<file path="config.mk">
export PLATFORM = sky130hd
export DESIGN_NAME = pump_reporter
export DESIGN_NICKNAME = d
export VERILOG_FILES = /design/src/common/pump_pkg.sv /design/src/common/pump_links.sv /design/src/logic/pump_reporter.sv /design/src/logic/pump_parser.sv /design/src/logic/pump_decimal.sv
export VERILOG_INCLUDE_DIRS = /design/src /design/src/common
export SDC_FILE = /design/constraint.sdc
export NUM_CORES = 1
export LEC_CHECK = 0
export CELL_PAD_IN_SITES_DETAIL_PLACEMENT = 0
export CELL_PAD_IN_SITES_GLOBAL_PLACEMENT = 1
export CORE_MARGIN = 1.5
export CORE_UTILIZATION = 40
export DETAILED_ROUTE_END_ITERATION = 7
export DONT_BUFFER_PORTS = 1
export PLACE_DENSITY_LB_ADDON = 0.25
export SETUP_SLACK_MARGIN = 0.15
export SYNTH_ARGS = -nofsm -noshare
export SYNTH_HDL_FRONTEND = slang
export SYNTH_SLANG_ARGS = --single-unit
</file>
<file path="constraint.sdc">
create_clock -name clk_i -period 7.7 [get_ports clk_i]
set_input_delay 0.77 -clock clk_i [delete_from_list [all_inputs] [get_ports clk_i]]
set_output_delay 0.77 -clock clk_i [all_outputs]
set_load 0.01 [all_outputs]
</file>
<file path="src/common/pump_consts.svh">
// Register offsets, field positions, reset values and timing counts of the pump reporter.
`ifndef PUMP_CONSTS_SVH
`define PUMP_CONSTS_SVH
`define REG_CTRL        8'h00
`define REG_TIME_CLR    8'h04
`define REG_IRQ_STAT    8'h08
`define REG_IRQ_MASK    8'h0C
`define REG_IO_STAT     8'h10
`define REG_TIME_INF    8'h14
`define REG_TIME_WDR    8'h18
`define CTRL_REMOTE_BIT 0
`define CTRL_ADDR_LSB   8
`define CTRL_ADDR_MSB   15
`define REMOTE_RESET    1'h0
`define ADDR_RESET      8'h00
`define IRQ_REPLY_BIT   0
`define IRQ_BAD_BIT     1
`define IRQ_OUT_BIT     2
`define IRQ_WIDTH       3
`define OUT_RESET       1'h0
`define CLK_FREQ_HZ     200000000
`define TIME_TICK_MS    1
`define MS_TICKS_CALC   (`CLK_FREQ_HZ / 1000 * `TIME_TICK_MS)
`define LINE_MAX        4'hF
`endif

</file>
<file path="src/common/pump_pkg.sv">
// Types shared by the pump reporter modules.
package pump_pkg;
  typedef logic [31:0] val_t;
  typedef enum logic [2:0] {
    CMD_NONE, CMD_INPUT, CMD_OUT_HI, CMD_OUT_LO, CMD_STATUS, CMD_BAD
  } cmd_t;
  typedef enum logic [7:0] {
    ST_IDLE   = 8'h01,
    ST_HEAD   = 8'h02,
    ST_TEXT   = 8'h04,
    ST_NSTART = 8'h08,
    ST_NUM    = 8'h10,
    ST_SPACE  = 8'h20,
    ST_FLAG   = 8'h40,
    ST_END    = 8'h80
  } state_t;
endpackage

</file>
<file path="src/common/pump_links.sv">
// Interfaces between the reporter and its parser and decimal converter.
`timescale 1ns/100ps
`default_nettype none
interface cmd_if;
  import pump_pkg::*;
  logic valid;
  cmd_t code;
  modport src (output valid, output code);
  modport dst (input valid, input code);
endinterface

interface dec_if;
  import pump_pkg::*;
  logic       start;
  val_t       value;
  logic [7:0] digit;
  logic       dvalid;
  logic       dready;
  logic       dlast;
  logic       busy;
  modport conv (input start, input value, input dready,
                output digit, output dvalid, output dlast, output busy);
  modport user (output start, output value, output dready,
                input digit, input dvalid, input dlast, input busy);
endinterface
`default_nettype wire

</file>
<file path="src/logic/pump_reporter.sv">
// Pump status and digital I/O command handler with a Wishbone register slave.
//
// Behaviour
// - Input query samples the trigger input and replies Low. or High.
// - Output command with port 1 and high or low drives the output port.
// - Status line: three integers, one flag field, single spaces, ends CR LF.
// - First integer is the present rate in femtoliters per second.
// - Second integer is run time in milliseconds, counted at one millisecond.
// - Third integer is the dispensed volume in femtoliters.
// - Rate, time and volume follow the currently selected direction.
// - Flag field holds exactly six single characters.
// - Flag one is i or w, upper case while the motor runs.
// - Flag two shows the hit limit switch as i or w, else a period.
// - Flag three is S when stalled, otherwise a period.
// - Flag four is T while trigger input is high, period when low.
// - Flag five shows the direction port as i or w.
// - Flag six is T once target time or volume reached, else period.
// - Remote mode drops prompts and CR, always shows address, no echo.
//
// Decided for this implementation: register access over Wishbone and the register offsets.
`timescale 1ns/100ps
`default_nettype none
`include "pump_consts.svh"
module pump_reporter
  import pump_pkg::*;
#(
  parameter int unsigned MS_TICKS = `MS_TICKS_CALC
) (
  input  wire logic        clk_i,        // Clock, 200 MHz.
  input  wire logic        rst_i,        // Synchronous reset, active high.
  input  wire logic        wb_cyc_i,     // Wishbone cycle.
  input  wire logic        wb_stb_i,     // Wishbone strobe.
  input  wire logic        wb_we_i,      // Wishbone write enable.
  input  wire logic [7:0]  wb_adr_i,     // Wishbone byte address.
  input  wire logic [3:0]  wb_sel_i,     // Wishbone byte selects.
  input  wire logic [31:0] wb_dat_i,     // Wishbone write data.
  output logic      [31:0] wb_dat_o,     // Wishbone read data.
  output logic             wb_ack_o,     // Wishbone acknowledge.
  input  wire logic [7:0]  rx_data_i,    // Command character from host.
  input  wire logic        rx_valid_i,   // Command character valid.
  output logic             rx_ready_o,   // Ready to take a character.
  output logic      [7:0]  tx_data_o,    // Reply character.
  output logic             tx_valid_o,   // Reply character valid.
  input  wire logic        tx_ready_i,   // Host side takes the character.
  input  wire logic [31:0] rate_inf_i,   // Infuse rate, fl/s.
  input  wire logic [31:0] rate_wdr_i,   // Withdraw rate, fl/s.
  input  wire logic [31:0] vol_inf_i,    // Infused volume, fl.
  input  wire logic [31:0] vol_wdr_i,    // Withdrawn volume, fl.
  input  wire logic        motor_dir_i,  // Selected direction, 1 is withdraw.
  input  wire logic        motor_run_i,  // Motor running.
  input  wire logic        limit_inf_i,  // Infuse limit switch hit.
  input  wire logic        limit_wdr_i,  // Withdraw limit switch hit.
  input  wire logic        stall_i,      // Pump stalled.
  input  wire logic        trigger_i,    // Trigger input level.
  input  wire logic        dir_port_i,   // Direction port, 1 is withdraw.
  input  wire logic        target_hit_i, // Target time or volume reached.
  output logic             out_port_o,   // Digital output port 1.
  output logic             irq_o         // Interrupt, active high level.
);
  // ==========================================================================
  // Sub-blocks
  cmd_if cmd ();
  dec_if dec ();

  state_t state_r;
  state_t state_nxt;

  wire rx_take = rx_valid_i & rx_ready_o;
  // The last reply character must be handed over first, so a new line never overlaps a reply.
  assign rx_ready_o = (state_r == ST_IDLE) & ~tx_valid_r;

  pump_parser u_parser (
    .clk_i     (clk_i),
    .rst_i     (rst_i),
    .rx_data_i (rx_data_i),
    .rx_take_i (rx_take),
    .link      (cmd)
  );

  pump_decimal u_decimal (
    .clk_i (clk_i),
    .rst_i (rst_i),
    .port  (dec)
  );

  // ==========================================================================
  // Register bus
  logic                  ack_r;
  logic [31:0]           dat_r;
  logic                  remote_r;
  logic [7:0]            addr_r;
  logic [`IRQ_WIDTH-1:0] irq_stat_r;
  logic [`IRQ_WIDTH-1:0] irq_mask_r;
  logic [`IRQ_WIDTH-1:0] irq_ev;
  logic                  out_r;
  logic [31:0]           time_r [2];

  function automatic logic hit(input logic [7:0] a, input logic [7:0] r);
    hit = ({a[7:2], 2'b00} == r);
  endfunction

  wire wb_req = wb_cyc_i & wb_stb_i & ~ack_r;
  wire wb_wr  = wb_req & wb_we_i;
  wire wb_rd  = wb_req & ~wb_we_i;
  wire stat_rd = wb_rd & hit(wb_adr_i, `REG_IRQ_STAT);
  wire ctrl_wr = wb_wr & hit(wb_adr_i, `REG_CTRL);
  wire mask_wr = wb_wr & hit(wb_adr_i, `REG_IRQ_MASK) & wb_sel_i[0];
  wire [1:0] time_clr = (wb_wr & hit(wb_adr_i, `REG_TIME_CLR) & wb_sel_i[0]) ?
                        wb_dat_i[1:0] : 2'b00;

  wire [31:0] rdata =
    hit(wb_adr_i, `REG_CTRL)     ? {16'h0000, addr_r, 7'h00, remote_r} :
    hit(wb_adr_i, `REG_IRQ_STAT) ? {29'h0000_0000, irq_stat_r} :
    hit(wb_adr_i, `REG_IRQ_MASK) ? {29'h0000_0000, irq_mask_r} :
    hit(wb_adr_i, `REG_IO_STAT)  ? {28'h000_0000, motor_dir_i, motor_run_i, trigger_i, out_r} :
    hit(wb_adr_i, `REG_TIME_INF) ? time_r[0] :
    hit(wb_adr_i, `REG_TIME_WDR) ? time_r[1] : 32'h0000_0000;

  // Every access, mapped or not, is answered one cycle after the strobe.
  always_ff @(posedge clk_i) begin
    if (rst_i) begin
      ack_r <= 1'b0;
      dat_r <= 32'h0000_0000;
    end else begin
      ack_r <= wb_req;
      dat_r <= wb_rd ? rdata : dat_r;
    end
  end

  always_ff @(posedge clk_i) begin
    if (rst_i) begin
      remote_r   <= `REMOTE_RESET;
      addr_r     <= `ADDR_RESET;
      irq_mask_r <= '0;
    end else begin
      if (ctrl_wr & wb_sel_i[0]) begin
        remote_r <= wb_dat_i[`CTRL_REMOTE_BIT];
      end
      if (ctrl_wr & wb_sel_i[1]) begin
        addr_r <= wb_dat_i[`CTRL_ADDR_MSB:`CTRL_ADDR_LSB];
      end
      if (mask_wr) begin
        irq_mask_r <= wb_dat_i[`IRQ_WIDTH-1:0];
      end
    end
  end

  // A read clears the status, but an event in the same cycle still lands.
  wire [`IRQ_WIDTH-1:0] irq_stat_nxt = (stat_rd ? '0 : irq_stat_r) | irq_ev;

  always_ff @(posedge clk_i) begin
    if (rst_i) begin
      irq_stat_r <= '0;
    end else begin
      irq_stat_r <= irq_stat_nxt;
    end
  end

  assign irq_o    = |(irq_stat_r & irq_mask_r);
  assign wb_ack_o = ack_r;
  assign wb_dat_o = dat_r;

  // ==========================================================================
  // Run time per direction
  logic [31:0] tick_r;
  wire         ms_tick = motor_run_i & (tick_r == 32'(MS_TICKS - 1));

  // The tick only advances while running, so partial milliseconds carry over stops.
  always_ff @(posedge clk_i) begin
    if (rst_i) begin
      tick_r <= 32'h0000_0000;
    end else if (ms_tick) begin
      tick_r <= 32'h0000_0000;
    end else if (motor_run_i) begin
      tick_r <= tick_r + 32'h0000_0001;
    end
  end

  for (genvar g = 0; g < 2; g++) begin : g_time
    wire dir_match = (motor_dir_i == 1'(g));
    always_ff @(posedge clk_i) begin
      if (rst_i | time_clr[g]) begin
        time_r[g] <= 32'h0000_0000;
      end else if (ms_tick & dir_match) begin
        time_r[g] <= time_r[g] + 32'h0000_0001;
      end
    end
  end

  // ==========================================================================
  // Command handling and reply snapshot
  logic        is_status_r;
  logic        is_bad_r;
  logic        high_r;
  logic [7:0]  flags_r;
  val_t        rate_r;
  val_t        ms_r;
  val_t        vol_r;
  logic [2:0]  step_r;
  logic [1:0]  field_r;

  wire accept = (state_r == ST_IDLE) & cmd.valid;
  wire out_set = accept & ((cmd.code == CMD_OUT_HI) | (cmd.code == CMD_OUT_LO));

  always_ff @(posedge clk_i) begin
    if (rst_i) begin
      out_r <= `OUT_RESET;
    end else if (out_set) begin
      out_r <= (cmd.code == CMD_OUT_HI);
    end
  end
  assign out_port_o = out_r;

  always_ff @(posedge clk_i) begin
    if (rst_i) begin
      is_status_r <= 1'b0;
      is_bad_r    <= 1'b0;
      high_r      <= 1'b0;
      flags_r     <= 8'h00;
      rate_r      <= '0;
      ms_r        <= '0;
      vol_r       <= '0;
    end else if (accept) begin
      is_status_r <= (cmd.code == CMD_STATUS);
      is_bad_r    <= (cmd.code == CMD_BAD);
      high_r      <= trigger_i;
      // One capture for everything the line reports.
      flags_r <= {target_hit_i, dir_port_i, trigger_i, stall_i,
                  limit_wdr_i, limit_inf_i, motor_dir_i, motor_run_i};
      rate_r  <= motor_dir_i ? rate_wdr_i : rate_inf_i;
      ms_r    <= time_r[motor_dir_i];
      vol_r   <= motor_dir_i ? vol_wdr_i : vol_inf_i;
    end
  end

  // Direction letters follow the motor run state for case, as flag one does.
  function automatic logic [7:0] dir_char(input logic wdr, input logic run);
    dir_char = wdr ? (run ? "W" : "w") : (run ? "I" : "i");
  endfunction

  function automatic logic [7:0] flag_char(input logic [2:0] i, input logic [7:0] f);
    case (i)
      3'h0:    flag_char = dir_char(f[1], f[0]);
      3'h1:    flag_char = f[2] ? dir_char(1'b0, f[0]) :
                           f[3] ? dir_char(1'b1, f[0]) : ".";
      3'h2:    flag_char = f[4] ? "S" : ".";
      3'h3:    flag_char = f[5] ? "T" : ".";
      3'h4:    flag_char = dir_char(f[6], f[0]);
      default: flag_char = f[7] ? "T" : ".";
    endcase
  endfunction

  function automatic logic [7:0] text_char(input logic bad, input logic hi, input logic [2:0] i);
    case ({bad, hi, i})
      5'h00:   text_char = "L";
      5'h01:   text_char = "o";
      5'h02:   text_char = "w";
      5'h08:   text_char = "H";
      5'h09:   text_char = "i";
      5'h0A:   text_char = "g";
      5'h0B:   text_char = "h";
      5'h03,
      5'h0C:   text_char = ".";
      default: text_char = "?";
    endcase
  endfunction

  // ==========================================================================
  // Reply sequencer
  logic       tx_valid_r;
  logic [7:0] tx_data_r;
  logic       cur_ok;
  logic [7:0] cur_char;
  logic       cur_last;

  wire       show_addr = remote_r | (addr_r != 8'h00);
  wire [7:0] tens      = 8'h30 + 8'((addr_r / 8'd10) % 8'd10);
  wire [7:0] units     = 8'h30 + 8'(addr_r % 8'd10);
  wire       can_load  = ~tx_valid_r | tx_ready_i;
  wire       st_num    = (state_r == ST_NUM);
  wire       num_load  = st_num & dec.dvalid & can_load;
  wire       char_st   = (state_r == ST_HEAD) | (state_r == ST_TEXT) | (state_r == ST_SPACE) |
                         (state_r == ST_FLAG) | (state_r == ST_END);
  wire       advance   = char_st & (~cur_ok | can_load);
  wire       tx_load   = (char_st & cur_ok & can_load) | num_load;

  always_comb begin
    cur_ok   = 1'b1;
    cur_char = " ";
    cur_last = 1'b1;
    case (state_r)
      ST_HEAD: begin
        cur_last = (step_r == 3'h4);
        case (step_r)
          3'h0:    begin cur_char = 8'h0A; cur_ok = ~is_status_r; end
          3'h1:    begin cur_char = tens;  cur_ok = show_addr;    end
          3'h2:    begin cur_char = units; cur_ok = show_addr;    end
          3'h3:    begin cur_char = ":";   cur_ok = show_addr;    end
          default: begin cur_char = " ";   cur_ok = show_addr & ~is_status_r; end
        endcase
      end
      ST_TEXT: begin
        cur_char = text_char(is_bad_r, high_r, step_r);
        cur_last = is_bad_r | (step_r == (high_r ? 3'h4 : 3'h3));
      end
      ST_FLAG: begin
        cur_char = flag_char(step_r, flags_r);
        cur_last = (step_r == 3'h5);
      end
      ST_END: begin
        // A status line ends CR LF, other replies end CR alone; remote mode drops the CR.
        cur_char = (step_r == 3'h0) ? 8'h0D : 8'h0A;
        cur_ok   = (step_r == 3'h0) ? ~remote_r : is_status_r;
        cur_last = (step_r == 3'h1);
      end
      default: begin
        cur_ok = (state_r == ST_SPACE);
      end
    endcase
  end

  always_comb begin
    state_nxt = state_r;
    case (state_r)
      ST_IDLE: begin
        if (accept & (cmd.code != CMD_NONE) & ~out_set) begin
          state_nxt = ST_HEAD;
        end
      end
      ST_HEAD: begin
        if (advance & cur_last) begin
          state_nxt = is_status_r ? ST_NSTART : ST_TEXT;
        end
      end
      ST_TEXT: begin
        if (advance & cur_last) begin
          state_nxt = ST_END;
        end
      end
      ST_NSTART: begin
        state_nxt = ST_NUM;
      end
      ST_NUM: begin
        if (num_load & dec.dlast) begin
          state_nxt = ST_SPACE;
        end
      end
      ST_SPACE: begin
        if (advance) begin
          state_nxt = (field_r == 2'h2) ? ST_FLAG : ST_NSTART;
        end
      end
      ST_FLAG: begin
        if (advance & cur_last) begin
          state_nxt = ST_END;
        end
      end
      ST_END: begin
        if (advance & cur_last) begin
          state_nxt = ST_IDLE;
        end
      end
      default: begin
        state_nxt = ST_IDLE;
      end
    endcase
  end

  always_ff @(posedge clk_i) begin
    if (rst_i) begin
      state_r <= ST_IDLE;
      step_r  <= 3'h0;
      field_r <= 2'h0;
    end else begin
      state_r <= state_nxt;
      step_r  <= (state_nxt != state_r) ? 3'h0 : (advance ? step_r + 3'h1 : step_r);
      if (state_r == ST_IDLE) begin
        field_r <= 2'h0;
      end else if ((state_r == ST_SPACE) & advance) begin
        field_r <= field_r + 2'h1;
      end
    end
  end

  // Integers are fed one after another to the converter, unpadded.
  assign dec.start  = (state_r == ST_NSTART);
  assign dec.value  = (field_r == 2'h0) ? rate_r : (field_r == 2'h1) ? ms_r : vol_r;
  assign dec.dready = st_num & can_load;

  always_ff @(posedge clk_i) begin
    if (rst_i) begin
      tx_valid_r <= 1'b0;
      tx_data_r  <= 8'h00;
    end else if (tx_load) begin
      tx_valid_r <= 1'b1;
      tx_data_r  <= num_load ? dec.digit : cur_char;
    end else if (tx_ready_i) begin
      tx_valid_r <= 1'b0;
    end
  end

  assign tx_valid_o = tx_valid_r;
  assign tx_data_o  = tx_data_r;

  assign irq_ev[`IRQ_REPLY_BIT] = (state_r == ST_END) & advance & cur_last;
  assign irq_ev[`IRQ_BAD_BIT]   = accept & (cmd.code == CMD_BAD);
  assign irq_ev[`IRQ_OUT_BIT]   = out_set;
endmodule
`default_nettype wire

</file>
<file path="src/logic/pump_parser.sv">
// Line collector that turns received text into command codes.
`timescale 1ns/100ps
`default_nettype none
`include "pump_consts.svh"
module pump_parser
  import pump_pkg::*;
(
  input  wire logic       clk_i,     // Clock.
  input  wire logic       rst_i,     // Synchronous reset, active high.
  input  wire logic [7:0] rx_data_i, // Received character.
  input  wire logic       rx_take_i, // Character accepted this cycle.
  cmd_if.src              link       // Decoded command pulse.
);
  logic [103:0] buf_r;
  logic [3:0]   len_r;
  logic         valid_r;
  cmd_t         code_r;

  wire       is_end = (rx_data_i == 8'h0D) | (rx_data_i == 8'h0A);
  // Case is folded so that the host may type commands in either case.
  wire [7:0] low_ch = ((rx_data_i >= "A") & (rx_data_i <= "Z")) ? (rx_data_i | 8'h20) : rx_data_i;
  wire       m_in   = (len_r == 4'h5) & (buf_r[39:0] == "input");
  wire       m_st   = (len_r == 4'h6) & (buf_r[47:0] == "status");
  wire       m_hi   = (len_r == 4'hD) & (buf_r[103:0] == "output 1 high");
  wire       m_lo   = (len_r == 4'hC) & (buf_r[95:0] == "output 1 low");
  wire cmd_t line_cmd = m_in ? CMD_INPUT : m_st ? CMD_STATUS : m_hi ? CMD_OUT_HI :
                        m_lo ? CMD_OUT_LO : CMD_BAD;

  assign link.valid = valid_r;
  assign link.code  = code_r;

  always_ff @(posedge clk_i) begin
    valid_r <= 1'b0;
    if (rst_i) begin
      buf_r  <= '0;
      len_r  <= 4'h0;
      code_r <= CMD_NONE;
    end else if (rx_take_i & is_end) begin
      // An empty line is dropped silently; an over-long one is reported as bad.
      valid_r <= (len_r != 4'h0);
      code_r  <= line_cmd;
      buf_r   <= '0;
      len_r   <= 4'h0;
    end else if (rx_take_i) begin
      buf_r <= {buf_r[95:0], low_ch};
      len_r <= (len_r == `LINE_MAX) ? len_r : len_r + 4'h1;
    end
  end
endmodule
`default_nettype wire

</file>
<file path="src/logic/pump_decimal.sv">
// Binary to unpadded decimal ASCII converter, most significant digit first.
`timescale 1ns/100ps
`default_nettype none
module pump_decimal (
  input  wire logic clk_i, // Clock.
  input  wire logic rst_i, // Synchronous reset, active high.
  dec_if.conv       port   // Value in, digit stream out.
);
  logic [31:0] val_r;
  logic [3:0]  pos_r;
  logic [3:0]  dig_r;
  logic        seen_r;
  logic        run_r;

  function automatic logic [31:0] pow10(input logic [3:0] p);
    case (p)
      4'h0:    pow10 = 32'h0000_0001;
      4'h1:    pow10 = 32'h0000_000A;
      4'h2:    pow10 = 32'h0000_0064;
      4'h3:    pow10 = 32'h0000_03E8;
      4'h4:    pow10 = 32'h0000_2710;
      4'h5:    pow10 = 32'h0001_86A0;
      4'h6:    pow10 = 32'h000F_4240;
      4'h7:    pow10 = 32'h0098_9680;
      4'h8:    pow10 = 32'h05F5_E100;
      default: pow10 = 32'h3B9A_CA00;
    endcase
  endfunction

  // Repeated subtraction keeps the logic small; a full value takes up to about 95 cycles.
  wire [31:0] pw    = pow10(pos_r);
  wire        ge    = val_r >= pw;
  wire        shows = (dig_r != 4'h0) | seen_r | (pos_r == 4'h0);

  assign port.dvalid = run_r & ~ge & shows;
  assign port.digit  = {4'h3, dig_r};
  assign port.dlast  = (pos_r == 4'h0);
  assign port.busy   = run_r;

  always_ff @(posedge clk_i) begin
    if (rst_i) begin
      run_r  <= 1'b0;
      val_r  <= '0;
      pos_r  <= 4'h0;
      dig_r  <= 4'h0;
      seen_r <= 1'b0;
    end else if (port.start & ~run_r) begin
      val_r  <= port.value;
      pos_r  <= 4'h9;
      dig_r  <= 4'h0;
      seen_r <= 1'b0;
      run_r  <= 1'b1;
    end else if (run_r & ge) begin
      val_r <= val_r - pw;
      dig_r <= dig_r + 4'h1;
    end else if (run_r & (~shows | port.dready)) begin
      seen_r <= seen_r | shows;
      dig_r  <= 4'h0;
      if (pos_r == 4'h0) begin
        run_r <= 1'b0;
      end else begin
        pos_r <= pos_r - 4'h1;
      end
    end
  end
endmodule
`default_nettype wire

</file>
-- Word-level counts from Yosys, hierarchy flattened
Memory sizes are Yosys's and may differ from the RTL's. A register that Yosys moved wholly into a read port is not among the register bits.
Cells that the tools add are included.
- memory bits (writable): 64
- flip-flop bits (word level): 332
- output and inout port bits: 45
- ROM bits: 592
- memories: 3
- memory list (memory ; depth ; width ; read ports ; clocked after memory_dff ; wr ports ; RTL line ; RTL):
    (name not given) ; 16 ; 30 ; 1 ; 0 ; 0 ; pump_decimal.sv:16 ; case (p)
    (name not given) ; 16 ; 7 ; 1 ; 0 ; 0 ; pump_reporter.sv:254 ; case ({bad, hi, i})
    time_r ; 2 ; 32 ; 3 ; 1 ; 2 ; pump_reporter.sv:96 ; logic [31:0] time_r [2];
- divide/modulo/power cells: 3
- order comparisons: 3
- multiplexer cells: 72
- add/sub/neg operators: 11
- equal/unequal tests: 41
- bitwise operators: 81
- reductions and logical operators: 27
- operators with widths (operator ; count):
    32-bit two-way mux ; 14
    104-bit by 103-bit == test with 1-bit output, second input constant ; 1
    32-bit by 1-bit adder with 32-bit output, second input constant ; 3
    96-bit by 95-bit == test with 1-bit output, second input constant ; 1
    8-bit two-way mux ; 11
    8-bit one-hot mux with 4 select lines ; 2
    8-bit one-hot mux with 7 select lines ; 1
    48-bit by 47-bit == test with 1-bit output, second input constant ; 1
    1-bit AND ; 45
    40-bit by 39-bit == test with 1-bit output, second input constant ; 1
    8-bit one-hot mux with 5 select lines ; 1
    32-bit by 18-bit == test with 1-bit output, second input constant ; 1
    32-bit greater-or-equal comparator ; 1
    32-bit subtractor ; 1
    4-bit two-way mux ; 7
    7-bit two-way mux ; 4
    8-bit by 4-bit == test with 1-bit output, second input constant ; 3
    6-bit two-way mux ; 4
    3-bit two-way mux ; 7
    1-bit OR ; 19
    6-bit by 3-bit == test with 1-bit output, second input constant ; 3
    1-bit two-way mux ; 17
    6-bit by 8-bit adder with 8-bit output, first input constant ; 2
    8-bit by 4-bit modulo with 8-bit output, second input constant ; 2
    45 further kinds ; 86

-- Logic depth before layout (Yosys ltp)
- depth after elaboration: 13
- gate-level depth with buffers: 25
- mapped depth without buffers: 22

-- Hierarchy
Synthesis repeated with hierarchy kept, for this count alone.
- cells, all modules: 2722
- area, all modules: 23591.4 um^2
- by module, submodules not included (module ; area an instance (um^2) ; cells an instance ; times used ; seq. area each (um^2)):
    pump_reporter ; 15100.7 ; 1765 ; 1 ; 6105.9
    pump_parser ; 4556.9 ; 451 ; 1 ; 2242.2
    pump_decimal ; 3933.8 ; 506 ; 1 ; 840.8

-- Least setup slack after synthesis
No wires, ideal clock.
- path kind: reg2reg
- start point: reg u_decimal.pos_r[0]
- end point: reg u_decimal.val_r[20]
- arrival: 3949 ps
- slack: 3619 ps
- cell stages (with the launch flop): 18
- period minus slack after synthesis: 4081 ps
- setup time: 132 ps
- data required time: 7568 ps
- buffers on the path: 2
- cells stage by stage: dfxtp_1 inv_1 ha_1 ha_1 nor2_1 inv_1 ha_1 a21o_1 a21oi_1 o21bai_1 a21o_1 a2111oi_0 a21bo_2 clkbuf_1 clkbuf_1 nor2_1 a211oi_1 nor3_1
- word-level cells in the longest chain between the ends: 4
- ends and longest elaborated chain (item ; RTL line ; RTL):
    start, declared ; pump_decimal.sv:10 ; logic [3:0] pos_r;
    start signal, assigned ; pump_decimal.sv:62 ; pos_r <= pos_r - 4'h1;
    memory read 16 x 30 bit * ; -- ;
    32-bit subtractor or 32-bit greater-or-equal comparator (tied branches) ; pump_decimal.sv:54, pump_decimal.sv:32 ;
    32-bit two-way mux or 1-bit AND (tied branches) ; pump_decimal.sv:53 ; end else if (run_r & ge) begin
    32-bit two-way mux or 2-bit nonzero test (tied branches) ; -- ;
    end signal, assigned ; pump_decimal.sv:48 ; val_r <= port.value;
    end signal, assigned ; pump_decimal.sv:54 ; val_r <= val_r - pw;
    end, declared ; pump_decimal.sv:9 ; logic [31:0] val_r;
Mark *: on every way between the ends. The rest lies on a longest branch, timed or not. The select of a mux whose other input is x is not followed.
A chain may end at the register's enable or synchronous reset.

-- Final worst setup path
- start point: reg u_decimal.pos_r[0]
- end point: reg u_decimal.val_r[31]
Same word-level chain as after synthesis.

==> results.yml <==
grt:
  grt_pass1_vias: 18200
  grt_max_degree: 213
  grt_pass1_wl_mm: 103
  antenna_found_initial: 1
  grt-ovfl-total: 0
  globalRouteTotalUtil: 0.228
floorplan:
  coreArea_um2: 55400
  die_x_um: 240
  dieArea_um2: 57800
  start_util: 0.407
  rows: 86
  ios: 240
  dieHeight_um: 240
sta:
  relSlewSlack: 0.224
  skew_ns: 0.0361
  rsz0062_at_grt: "no"
  min_period_over_period: 0.669
  postLayoutSetupSlackWorst_ns: 2.55
  hold_viol: 0
  timing_max_transition_violations_final: 0
  timing.fmax_mhz: 194
  final.min_clock_period_ns: 5.15
  worst-slew-pin-transition_ns: 1.16
  final.setup.tns_ns: 0
  finalSetupViolCount: 0
worst_setup_path:
  end_kind: "flip-flop"
  crit_fanout: 36
  critPathBufInv: 2
  rr_worst_depth: 14
  cpMaxStageDelayCell: "a2111oi_1"
  critPathRequiredTime_ns: 8.16
  critical_path_class: "reg2reg"
  cp-startpoint: "u_decimal.pos_r[0]"
  path_delay_family: "compound AO/OA/AOI/OAI gates"
  critPathMaxStageDelay_ns: 1.00
  critPathMostFrequentCell: "ha_1"
  critPathLaunchType: "flip-flop"
  cp_num_cells: 14
  crit_path_cell_trace: "inv_1, ha_1, ha_1, nor2_1, inv_1, ha_1, a21o_1, a21oi_1, o21bai_1, a21o_1, a2111oi_1, a21bo_2, a2111oi_0, a2111oi_0"
  reg2reg_from: "u_decimal.pos_r[0]"
  arrival_ns: 5.62
hold_path:
  hold_class: "in2reg"
  hold_start: "rst_i"
  whs_path_depth: 1
synthesis:
  yosys_register_bits: 427
  yosysUniqueCellTypes: 87
  synth-edff-count: 64
  synth_fp_nets: 2996
  synth_area_um2: 22600
  ys_warn_count: 0
  yosysSeqAreaShare: 0.407
  avgSynthCellArea_um2: 8.23
  synth_flop_cell: "dfxtp_1"
  async_flop_share: 0
  synthCells: 2740
place:
  port_buffers: 0
  pre_cts_slack_ns: 2.61
  place_hpwl_mm: 46.8
  globalplace.congestion: 0.888
detailed_routing:
  dr.pass1.iters: 5
  initialDrtViolationCount: 1418
  wire_per_inst_um: 19.4
  drc: 0
  via_per_inst: 5.63
  routed_wl_mm: 66.5
  vias: 19300
  route.antenna.remaining_nets: 0
clocking:
  h-tree-depth: 2
  cts_buffer_depth: 3
  clock-sinks: 427
  cts_tree: "yes"
  cts_root_buf: "clkbuf_16"
  cts_buffers: 49
  ctsResizeCount: 0
  ctsHoldBuffers: 0
  post_cts_buffers: 0
  insertion_delay_ns: 0.63
  clk_pin_slew_worst_paths_ns: 0.06
cells_and_area:
  final_nets: 2890
  area_growth_pct: 9.22
  antenna-diode-count: 0
  drive_gt1_frac: 0.0490
  fillers: 5548
power:
  power_density_nw_per_um2: 198
  finalPower_mw: 4.87
  p_leak_nw: 8.40
  peakVddDrop_mv: 0.189
outcome:
  run_status: "complete, no violations"
run:
  maxCapViolCount: 0
==> cells in the final DEF (no fill, tap or decap), types with 8 or more instances in the layout <==
master and instances:
and3_1 28, a22o_1 8, dfxtp_1 363, xnor2_1 62, or3_1 12, nand4_1 49, a21o_1 23, nand3_1 68
o21ai_0 45, buf_4 17, nand2_1 398, nor4_1 26, a311oi_1 21, nor2_1 406, a211oi_1 143, clkbuf_16 50
nor3_1 44, and4_1 8, mux2i_1 153, nor2b_1 24, nor4b_1 8, clkbuf_8 8, xor2_1 67, clkinv_1 10
edfxtp_1 64, a31oi_1 21, a21oi_1 236, a22oi_1 26, inv_1 50, clkinv_2 10, nand2b_1 18, ha_1 58
==> cell families after synthesis <==
group,count (synthesis),synth area share
AO/OA/AOI/OAI,591,0.170
buffers and inverters,228,0.0391
flip-flops,427,0.407
multiplexers,158,0.0704
XOR/XNOR,129,0.0501
AND/OR/NAND/NOR,1145,0.229
adder cells (fa/ha/maj),62,0.0346
==> layout make-up <==
class / instances / area (um2) / area share
clock buffer: 64 / 1380 / 0.0562
clock inverter: 27 / 274 / 0.0111
inverter: 54 / 205 / 0.00833
multi-input combinational: 2085 / 12500 / 0.508
sequential: 427 / 9190 / 0.373
tap: 748 / 936 / 0.0380
timing repair buffer: 17 / 128 / 0.00518
==> Yosys cell counts, types with 7 or more instances <==
cell type,number,area share
nor3_1,45,0.010
edfxtp_1,64,0.085
and3_1,28,0.0078
nand3_1,68,0.015
nand3b_1,7,0.0023
nand2b_1,18,0.0050
o21ai_0,45,0.010
clkbuf_1,159,0.026
nor3b_1,8,0.0027
a21o_1,23,0.0077
a22oi_1,26,0.0087
or3_1,13,0.0036
dfxtp_1,363,0.32
nor2_1,406,0.068
xnor2_1,62,0.024
a311oi_1,21,0.0082
a31oi_1,21,0.0058
and4_1,8,0.0031
xor2_1,67,0.026
nand4_1,49,0.014
mux2i_1,153,0.068
nor2b_1,24,0.0067
a21oi_1,236,0.052
buf_2,7,0.0016
a22o_1,8,0.0031
ha_1,60,0.033
o211ai_1,7,0.0023
nor4_1,26,0.0072
inv_1,50,0.0083
a211oi_1,143,0.048
nor4b_1,8,0.0031
nand2_1,400,0.067
==> flip-flops by register name, summed over array words and instances (netlist names), 32 cells and up <==
register / flops
wb_dat_o: 32
ms_r: 32
u_parser.buf_r: 104
u_decimal.val_r: 32
time_r: 64
rate_r: 32
tick_r: 32
vol_r: 32
==> power by group <==
| part | internal [mW] | leakage [nW] | switching (mW) |
|---|---|---|---|
| registers | 2.29 | 3.53 | 0.0413 |
| clock network | 1.38 | 0.812 | 1.01 |
| logic | 0.0562 | 4.05 | 0.0917 |
==> worst reg2reg max path: cells and delay by family, from the launching register on <==
kind,cells,cell delay [ns]
flops,1,0.50
fa+ha+maj,3,0.79
compound gates,8,3.11
buf+inv,2,0.37
simple gates,1,0.25
==> per-stage QoR <==
stage / std cells / util / hold slack [ns] / cell area [um2]
after CTS: 3422 / 0.445 / 0.223 / 24600
after detailed placement: 3331 / 0.415 / 0.447 / 23000
final: 3422 / 0.445 / 0.251 / 24600
after floorplan: 2740 / - / 0.432 / 22600
after global routing: 3422 / 0.445 / 0.225 / 24600
after global placement: 3331 / 0.415 / 0.439 / 23000
==> path summary, 6_finish.rpt <==
path / slack [ns] / to
min: 0.25 / flags_r[4]
max: 2.55 / u_decimal.val_r[31]
max reg2reg: 2.55 / u_decimal.val_r[31]
min reg2reg: 0.46 / flags_r[6]
==> routing by layer <==
| metal | part of all wire | GRT usage | vias to the layer above | wire [um] |
|---|---|---|---|---|
| met5 | 0 | 0 | - | 0 |
| met4 | 0.027 | 0.0711 | 0 | 1770 |
| met3 | 0.056 | 0.0405 | 94 | 3730 |
| met2 | 0.46 | 0.368 | 498 | 30600 |
| met1 | 0.46 | 0.307 | 9132 | 30400 |
| li1 | - | - | 9526 | - |
Note: power is estimated with default switching activity, not from simulation.
